===== config.mk =====
export PLATFORM = sky130hd
export DESIGN_NAME = sdd_dac_ctrl
export DESIGN_NICKNAME = d
export VERILOG_FILES = /design/src/inc/sdd_pkg.sv /design/src/design/sdd_dac_ctrl.sv
export SDC_FILE = /design/constraint.sdc
export NUM_CORES = 1
export LEC_CHECK = 0
export BUFFER_PORTS_ARGS = -buffer_cell sky130_fd_sc_hd__buf_2
export CORE_ASPECT_RATIO = 1.25
export CORE_MARGIN = 5
export CORE_UTILIZATION = 53
export DETAILED_ROUTE_END_ITERATION = 7
export PLACE_DENSITY = 0.8
export SKIP_CTS_REPAIR_TIMING = 1
export SKIP_LAST_GASP = 1
export SLEW_MARGIN = 25
export SYNTH_ARGS = -nofsm -noshare
export SYNTH_HDL_FRONTEND = slang
export SYNTH_SLANG_ARGS = --single-unit

===== constraint.sdc =====
create_clock -name i_clk -period 2.9 [get_ports i_clk]
set_clock_uncertainty 0.1 [all_clocks]
set_input_delay 0.145 -clock i_clk [delete_from_list [all_inputs] [get_ports i_clk]]
set_output_delay 0.145 -clock i_clk [all_outputs]
set_load 0.05 [all_outputs]

===== src/inc/sdd_pkg.sv =====
// Constants and register layout for the sigma-delta DAC control block.
// Assumes a register port that presents whole decoded words with a write strobe.
// What this block does
// RULE1 - The level register at 0x0A holds value bits 16:9 in 23:16, 8:1 in 15:8 and bit 0 in bit 7.
// RULE2 - A write to the level register loads the 17-bit value as the modulator's new input.
// RULE3 - After reset the modulator is off and the level shows at the output only once enabled.
// RULE4 - The output is a one-bit stream switching between ground and the reference.
// RULE5 - A detected clock failure forces the output to the level picked by the fallback pin.
// RULE6 - The forced level holds until reset or a rising edge on the kick pin while no clock failure is flagged.
// RULE7 - Bit 0 of the analog configuration register at 0x03 enables the DAC when 0 and resets to 1.
// RULE8 - With the kick-source field at 10, each level write also counts as a watchdog kick.
// RULE9 - The host writes the inverse of an analog configuration value to the shadow register first.
// RULE10 - Level register bits 6:0 ignore writes and read back as zero.
package sdd_pkg;
	localparam logic [7:0] SDD_LEVEL_ADDR = 8'h0A;
	localparam logic [7:0] SDD_ACR_ADDR = 8'h03;
	localparam int SDD_LEVEL_W = 24;
	localparam int SDD_VAL_W = 17;
	localparam int SDD_VAL_HI_POS = 16;
	localparam int SDD_VAL_LO_POS = 7;
	localparam int SDD_ACR_EN_POS = 0;
	localparam logic [23:0] SDD_LEVEL_RESET = 24'h000000;
	localparam logic SDD_EN_N_RESET = 1'h1;
	localparam logic [1:0] SDD_KICK_SRC_LEVEL = 2'h2;
	typedef enum logic [1:0] {
		SDD_RUN = 2'h1,
		SDD_FORCED = 2'h2
	} sdd_state_t;
endpackage


===== src/design/sdd_dac_ctrl.sv =====
// Sigma-delta DAC control: level register, first-order modulator, fallback override.
// Assumes register writes arrive decoded as address, word and one-cycle strobe.
`timescale 1ns/1ps
`default_nettype none
module sdd_dac_ctrl (
	input wire logic i_clk,
	input wire logic i_rstn,
	input wire logic [7:0] i_addr,
	input wire logic [sdd_pkg::SDD_LEVEL_W-1:0] i_wdata,
	input wire logic i_wr,
	input wire logic [1:0] i_kick_src,
	input wire logic i_clk_fail,
	input wire logic i_fallback_level,
	input wire logic i_kick,
	output logic [sdd_pkg::SDD_LEVEL_W-1:0] o_rdata,
	output logic o_dac_enable_n,
	output logic o_dac_out,
	output logic o_forced,
	output logic o_watchdog_kick_source
);
	import sdd_pkg::*;

	// ==========================================
	// Registers
	logic [SDD_VAL_W-1:0] level_reg, level_next;
	logic en_n_reg, en_n_next;
	logic [SDD_VAL_W-1:0] acc_reg, acc_next;
	logic out_reg, out_next;
	logic kick_reg;
	sdd_state_t state_reg, state_next;
	logic [SDD_VAL_W:0] sum;
	logic wr_level;
	logic kick_rise;
	logic watchdog_kick_source_next;

	// ==========================================
	// Write decode and kick edge
	// Kick edge comes from the previous sample of the pin.
	// A pin already high at reset release reads as an edge,
	// harmless since the block always leaves reset running.
	assign wr_level = i_wr && (i_addr == SDD_LEVEL_ADDR);
	assign kick_rise = i_kick && !kick_reg;

	// ==========================================
	// Watchdog kick
	// Only a level write qualifies; other sources live elsewhere
	always_comb begin
		watchdog_kick_source_next = wr_level && (i_kick_src == SDD_KICK_SRC_LEVEL); // see RULE8
	end

	// ==========================================
	// Register writes
	// Bits below the value field are dropped on write

	always_comb begin
		level_next = level_reg;
		en_n_next = en_n_reg;
		if (wr_level) begin
			level_next = i_wdata[SDD_VAL_HI_POS+7:SDD_VAL_LO_POS]; // see RULE1 see RULE2
		end
		if (i_wr && (i_addr == SDD_ACR_ADDR)) begin
			en_n_next = i_wdata[SDD_ACR_EN_POS]; // see RULE7
		end
	end

	// ==========================================
	// Modulator and fallback
	always_comb begin
		sum = {1'b0, acc_reg} + {1'b0, level_reg};
		acc_next = acc_reg;
		out_next = 1'b0;
		state_next = state_reg;
		unique case (state_reg)
			SDD_RUN: begin
				if (i_clk_fail) begin
					state_next = SDD_FORCED; // see RULE5
				end
			end
			SDD_FORCED: begin
				if (kick_rise && !i_clk_fail) begin
					state_next = SDD_RUN; // see RULE6
				end
			end
			default: state_next = SDD_RUN;
		endcase
		if (state_next == SDD_FORCED) begin
			out_next = i_fallback_level; // see RULE5
		end else if (!en_n_reg) begin
			// Carry out of the accumulator is the bitstream
			acc_next = sum[SDD_VAL_W-1:0];
			out_next = sum[SDD_VAL_W]; // see RULE4
		end else begin
			acc_next = '0; // see RULE3
		end
	end

	always_ff @(posedge i_clk) begin
		if (!i_rstn) begin
			level_reg <= '0;
			en_n_reg <= SDD_EN_N_RESET;
			acc_reg <= '0;
			out_reg <= 1'b0;
			kick_reg <= 1'b0;
			state_reg <= SDD_RUN;
			o_watchdog_kick_source <= 1'b0;
		end else begin
			level_reg <= level_next;
			en_n_reg <= en_n_next;
			acc_reg <= acc_next;
			out_reg <= out_next;
			kick_reg <= i_kick;
			state_reg <= state_next;
			o_watchdog_kick_source <= watchdog_kick_source_next; // see RULE8
		end
	end

	always_comb begin
		o_rdata = '0;
		if (i_addr == SDD_LEVEL_ADDR) begin
			o_rdata = {level_reg, 7'h00}; // see RULE10
		end else if (i_addr == SDD_ACR_ADDR) begin
			o_rdata = {23'h000000, en_n_reg};
		end
	end

	assign o_dac_out = out_reg;
	assign o_dac_enable_n = en_n_reg;
	assign o_forced = (state_reg == SDD_FORCED);

	// ==========================================
	// Checks: enable and quiet output
	AST_OFF_LOW: assert property (@(posedge i_clk) disable iff (!i_rstn) // see RULE3
		en_n_reg && !o_forced && $past(en_n_reg) |-> !o_dac_out)
		else $error("output active while disabled");

	AST_DIS_QUIET: assert property (@(posedge i_clk) disable iff (!i_rstn) // see RULE3
		en_n_reg && !o_forced && !i_clk_fail |=> !o_dac_out)
		else $error("output rose while disabled");

	// Zero level never carries, so the stream must stay low
	AST_ZERO_QUIET: assert property (@(posedge i_clk) disable iff (!i_rstn) // see RULE4
		!o_forced && !i_clk_fail && level_reg == '0 |=> !o_dac_out)
		else $error("stream high at zero level");

	// ==========================================
	// Checks: fallback
	AST_FAIL_FORCE: assert property (@(posedge i_clk) disable iff (!i_rstn) // see RULE5
		i_clk_fail |=> o_forced && o_dac_out == $past(i_fallback_level))
		else $error("clock failure not forced");

	AST_FORCED_LEVEL: assert property (@(posedge i_clk) disable iff (!i_rstn) // see RULE5
		o_forced |-> o_dac_out == $past(i_fallback_level))
		else $error("forced output not the fallback level");

	AST_RUN_STAYS: assert property (@(posedge i_clk) disable iff (!i_rstn) // see RULE5
		!o_forced && !i_clk_fail |=> !o_forced)
		else $error("forced without clock failure");

	AST_HOLD: assert property (@(posedge i_clk) disable iff (!i_rstn) // see RULE6
		o_forced && !i_kick |=> o_forced)
		else $error("fallback released without kick");

	AST_RELEASE: assert property (@(posedge i_clk) disable iff (!i_rstn) // see RULE6
		o_forced && i_kick && !$past(i_kick) && !i_clk_fail |=> !o_forced)
		else $error("kick did not release");

	// Illegal codes fall back to running, but must never be seen
	AST_STATE_LEGAL: assert property (@(posedge i_clk) disable iff (!i_rstn) // see RULE6
		$onehot(state_reg))
		else $error("state code not one-hot");

	// ==========================================
	// Checks: register writes and reads
	AST_LOAD: assert property (@(posedge i_clk) disable iff (!i_rstn) // see RULE1
		i_wr && i_addr == SDD_LEVEL_ADDR
		|=> level_reg == $past(i_wdata[SDD_VAL_HI_POS+7:SDD_VAL_LO_POS]))
		else $error("level not loaded");

	AST_OTHER_ADDR: assert property (@(posedge i_clk) disable iff (!i_rstn) // see RULE2
		i_wr && i_addr != SDD_LEVEL_ADDR |=> $stable(level_reg))
		else $error("level changed by a foreign write");

	AST_EN: assert property (@(posedge i_clk) disable iff (!i_rstn) // see RULE7
		i_wr && i_addr == SDD_ACR_ADDR |=> o_dac_enable_n == $past(i_wdata[SDD_ACR_EN_POS]))
		else $error("enable not loaded");

	AST_EN_KEEP: assert property (@(posedge i_clk) disable iff (!i_rstn) // see RULE7
		!(i_wr && i_addr == SDD_ACR_ADDR) |=> $stable(o_dac_enable_n))
		else $error("enable changed without a config write");

	AST_RD0: assert property (@(posedge i_clk) disable iff (!i_rstn) // see RULE10
		i_addr == SDD_LEVEL_ADDR |-> o_rdata[6:0] == 7'h00)
		else $error("unused bits nonzero");

	// ==========================================
	// Checks: watchdog kick
	AST_KICK: assert property (@(posedge i_clk) disable iff (!i_rstn) // see RULE8
		i_wr && i_addr == SDD_LEVEL_ADDR && i_kick_src == SDD_KICK_SRC_LEVEL |=> o_watchdog_kick_source)
		else $error("kick missing");

	AST_KICK_ONLY: assert property (@(posedge i_clk) disable iff (!i_rstn) // see RULE8
		o_watchdog_kick_source |-> $past(i_wr) && $past(i_addr) == SDD_LEVEL_ADDR
		&& $past(i_kick_src) == SDD_KICK_SRC_LEVEL)
		else $error("kick without a qualifying write");

	AST_SRC_OFF: assert property (@(posedge i_clk) disable iff (!i_rstn) // see RULE8
		i_kick_src != SDD_KICK_SRC_LEVEL |=> !o_watchdog_kick_source)
		else $error("kick with another source selected");

	// ==========================================
	// Coverage of the main scenarios
	COV_RUN: cover property (@(posedge i_clk) !en_n_reg && o_dac_out);
	COV_FORCE: cover property (@(posedge i_clk) o_forced);
	COV_REL: cover property (@(posedge i_clk) o_forced ##1 !o_forced);
	COV_KICK: cover property (@(posedge i_clk) o_watchdog_kick_source);
endmodule
`default_nettype wire


==> metrics.yaml <==
power:
  leakagePower_nw: 1.38
  p_int_mw: 0.939
  worst_ir_drop_vdd_uv: 511
  p_sw_mw: 0.361
  p_comb_share_pct: 17.7
  power_switching_share_pct: 27.8
  power_per_cell_area_nw_per_um2: 410
  clockPowerShare_pct: 37.8
  power.sequential.fraction_pct: 44.5
die:
  std_cell_rows: 28
  pin_count: 68
  design.die.area_um2: 6500
  coreArea_um2: 4800
  die_outline_height_um: 88.9
  floorplan.initialDensity_pct: 55.0
  die-width_um: 73.1
yosys:
  synthesis_stage_register_bit_count: 40
  synth_sequential_area_ratio_pct: 30.3
  yosysMostFrequentCell: "sky130_fd_sc_hd__nand2_1"
  syn_avg_cell_area_um2: 8.31
  ys_top_cells_by_count: "50 x sky130_fd_sc_hd__nand2_1, 40 x sky130_fd_sc_hd__dfxtp_1, 21 x sky130_fd_sc_hd__and2_1, 19 x sky130_fd_sc_hd__ha_1, 17 x sky130_fd_sc_hd__nor2_1"
  yosysTopAreaCellShare_pct: 30.3
  dominantRegCellSynth: "sky130_fd_sc_hd__dfxtp_1"
  number_of_enable_flip_flop_cells_after_synthesis: 0
  postSynthCellCount: 318
  post_synth_num_cell_types: 57
  synth_area_um2: 2640
  async_flop_share_pct: 0
  ys_top_cells_by_area: "sky130_fd_sc_hd__dfxtp_1 30%, sky130_fd_sc_hd__ha_1 9.0%, sky130_fd_sc_hd__nand2_1 7.1%"
  synth.yosys.warnings: 0
  yosysTopAreaCell: "sky130_fd_sc_hd__dfxtp_1"
clock_tree:
  cts_max_path_buffers: 2
  htree_levels: 2
  path_clk_slew_ns: 0.08
  cts_buffers: 5
  tritoncts: "done"
  clk_latency_ns: 0.30
  clockRootBuffer: "sky130_fd_sc_hd__clkbuf_8"
  clock-sinks: 40
critical_path:
  path_buf_inv: 1
  cp_cell_sequence: "ha_1, inv_1, fa_1, nor2b_1, o31a_1, o21ai_2, a211oi_1, o21ai_0, a32o_1"
  worst-endpoint-arrival_ns: 2.54
  critical_path_depth_in_cells: 9
  maximum_cell_stage_delay_along_the_critical_path_ns: 0.38
  crit_type: "reg2reg"
  endpoint_kind: "flop"
  slowest_cell_on_crit_path: "sky130_fd_sc_hd__fa_1"
  cp_top_family: "compound AO/OA/AOI/OAI gates"
  register_to_register_path_depth: 9
  critPathRequiredTime_ns: 3.00
  startpoint_type: "flop"
  worst-path-max-fanout: 4
sta:
  finalSetupTns_ns: 0
  grt_setup_unrepaired: "no"
  hold_viol_final: 3
  setup_ws_ns: 0.451
  clock.fmax_mhz: 408
  relative_slew_slack_pct: 59.5
  setup-violations-final: 0
  report.final.slew_viol_count: 0
  final_period_minus_worst_setup_slack_ns: 2.45
  final.hold.worst_slack_ns: -0.0192
  fin_crit_sh_pct: 84.4
  worst_slew_pin_slew_ns: 0.608
status:
  violations: "negative hold slack"
  outcome: "finished, violations left"
drt:
  route.vias.total: 2439
  dr.pass1.iters: 4
  antenna_violating_nets_post_route: 0
  drt-total-wl_mm: 6.08
  routed_via_density: 5.51
  post_dr_wirelength_cell_um: 13.7
  first_iter_violations: 109
  drc: 0
final_layout:
  postLayoutCoreUtil_pct: 66.1
  antenna_cells: 0
  post_route_cells_drive_above_1_share_pct: 21.7
  finalNetCount: 442
  fin_area_um2: 3170
  area.growth.synth_to_final_pct: 20.1
placement:
  gpl.final_weighted_congestion: 0.907
  input_output_buffers: 55
  worst_slack_at_placement_ns: 0.514
  postPlaceCellArea_um2: 2900
  detailed_place_hpwl_mm: 4.43
job:
  count_of_maximum_capacitance_violations: 0
min_path:
  whs_path_depth: 3
  hold_path.class: "in2reg"
global_routing:
  grt_pass1_vias: 2287
  grt_pass1_wl_mm: 10.1
  antenna_found_initial: 0
  total_congestion_overflow: 0
  global_route.usage.total_pct: 19.6
  maximum_number_of_pins_on_one_net_before_global_route_repair: 32
## cells in the final DEF, fill, tap and decap left out, types with 3 or more instances in the layout
| cell type | count |
|---|---|
| sky130_fd_sc_hd__buf_2 | 55 |
| sky130_fd_sc_hd__nand2_1 | 50 |
| sky130_fd_sc_hd__dfxtp_1 | 40 |
| sky130_fd_sc_hd__and2_1 | 21 |
| sky130_fd_sc_hd__ha_1 | 19 |
| sky130_fd_sc_hd__nor2_1 | 17 |
| sky130_fd_sc_hd__dlygate4sd3_1 | 15 |
| sky130_fd_sc_hd__a21oi_1 | 14 |
| sky130_fd_sc_hd__o21ai_0 | 14 |
| sky130_fd_sc_hd__nor2b_1 | 11 |
| sky130_fd_sc_hd__a21boi_2 | 10 |
| sky130_fd_sc_hd__inv_1 | 7 |
| sky130_fd_sc_hd__a21boi_0 | 7 |
| sky130_fd_sc_hd__a22o_1 | 7 |
| sky130_fd_sc_hd__o21a_1 | 6 |
| sky130_fd_sc_hd__xor2_1 | 6 |
| sky130_fd_sc_hd__nand3_1 | 6 |
| sky130_fd_sc_hd__conb_1 | 6 |
| sky130_fd_sc_hd__clkbuf_8 | 6 |
| sky130_fd_sc_hd__xnor2_1 | 4 |
| sky130_fd_sc_hd__a22oi_1 | 3 |
| sky130_fd_sc_hd__nor3_1 | 3 |
| sky130_fd_sc_hd__a211oi_1 | 3 |
| sky130_fd_sc_hd__a31oi_1 | 3 |
| sky130_fd_sc_hd__and3_1 | 3 |
## worst paths after layout
path,from,endpoint,slack (ns)
setup / recovery,level_reg[0],acc_reg[16],0.45
hold / removal,i_wdata[12],level_reg[5],-0.02
setup reg to reg,level_reg[0],acc_reg[16],0.45
hold reg to reg,acc_reg[14],acc_reg[14],0.38
## logic make-up (layout without fill, tap and decap cells)
group | Yosys count | in the layout | share of synthesized area, %
other | 1 | 6 | 0.142
xor gates and xnor gates | 10 | 10 | 3.32
buffers and inverters | 27 | 87 | 5.68
and+or+nand+nor | 130 | 130 | 25.6
DFF | 40 | 40 | 30.3
adders and majority gates | 20 | 20 | 9.76
AOI/OAI and AO/OA | 90 | 90 | 25.2
## per-layer routing
layer	routed length [um]	GRT usage (%)
met1	2500	22.1
met2	3190	36.0
met3	239	3.37
met4	149	8.05
met5	0	0
## area by class of cell
cell class / count / area [um^2]
fillers: 385 / 1630
well taps: 60 / 75.1
clock buffers: 6 / 82.6
multi-input cells: 256 / 1710
inverters: 7 / 26.3
clock inverters: 2 / 38.8
repair buffers: 72 / 440
flip-flops and latches: 40 / 801
## per-stage QoR
stage | total power [mW] | std cells
6_report | 1.30 | 443
5_1_grt | 1.36 | 443
4_1_cts | 1.30 | 428
3_5_place_dp | 0.807 | 420
3_3_place_gp | 0.800 | 420
2_1_floorplan | 0.772 | 323
## power by group through the flow
stage	Combinational (mW)	Clock, mW	Sequential (mW)
after global placement	0.210	0	0.591
final	0.230	0.491	0.579
after detailed placement	0.215	0	0.592
after global routing	0.256	0.522	0.583
after CTS	0.217	0.500	0.578
after floorplan	0.175	0	0.596
## worst min-delay path, delay by kind of cell
kind	cells	cell delay, ns
compound gates	1	0.06
buf+inv	1	0.10
simple gates	1	0.04
Power figures use the tool's default switching activity.
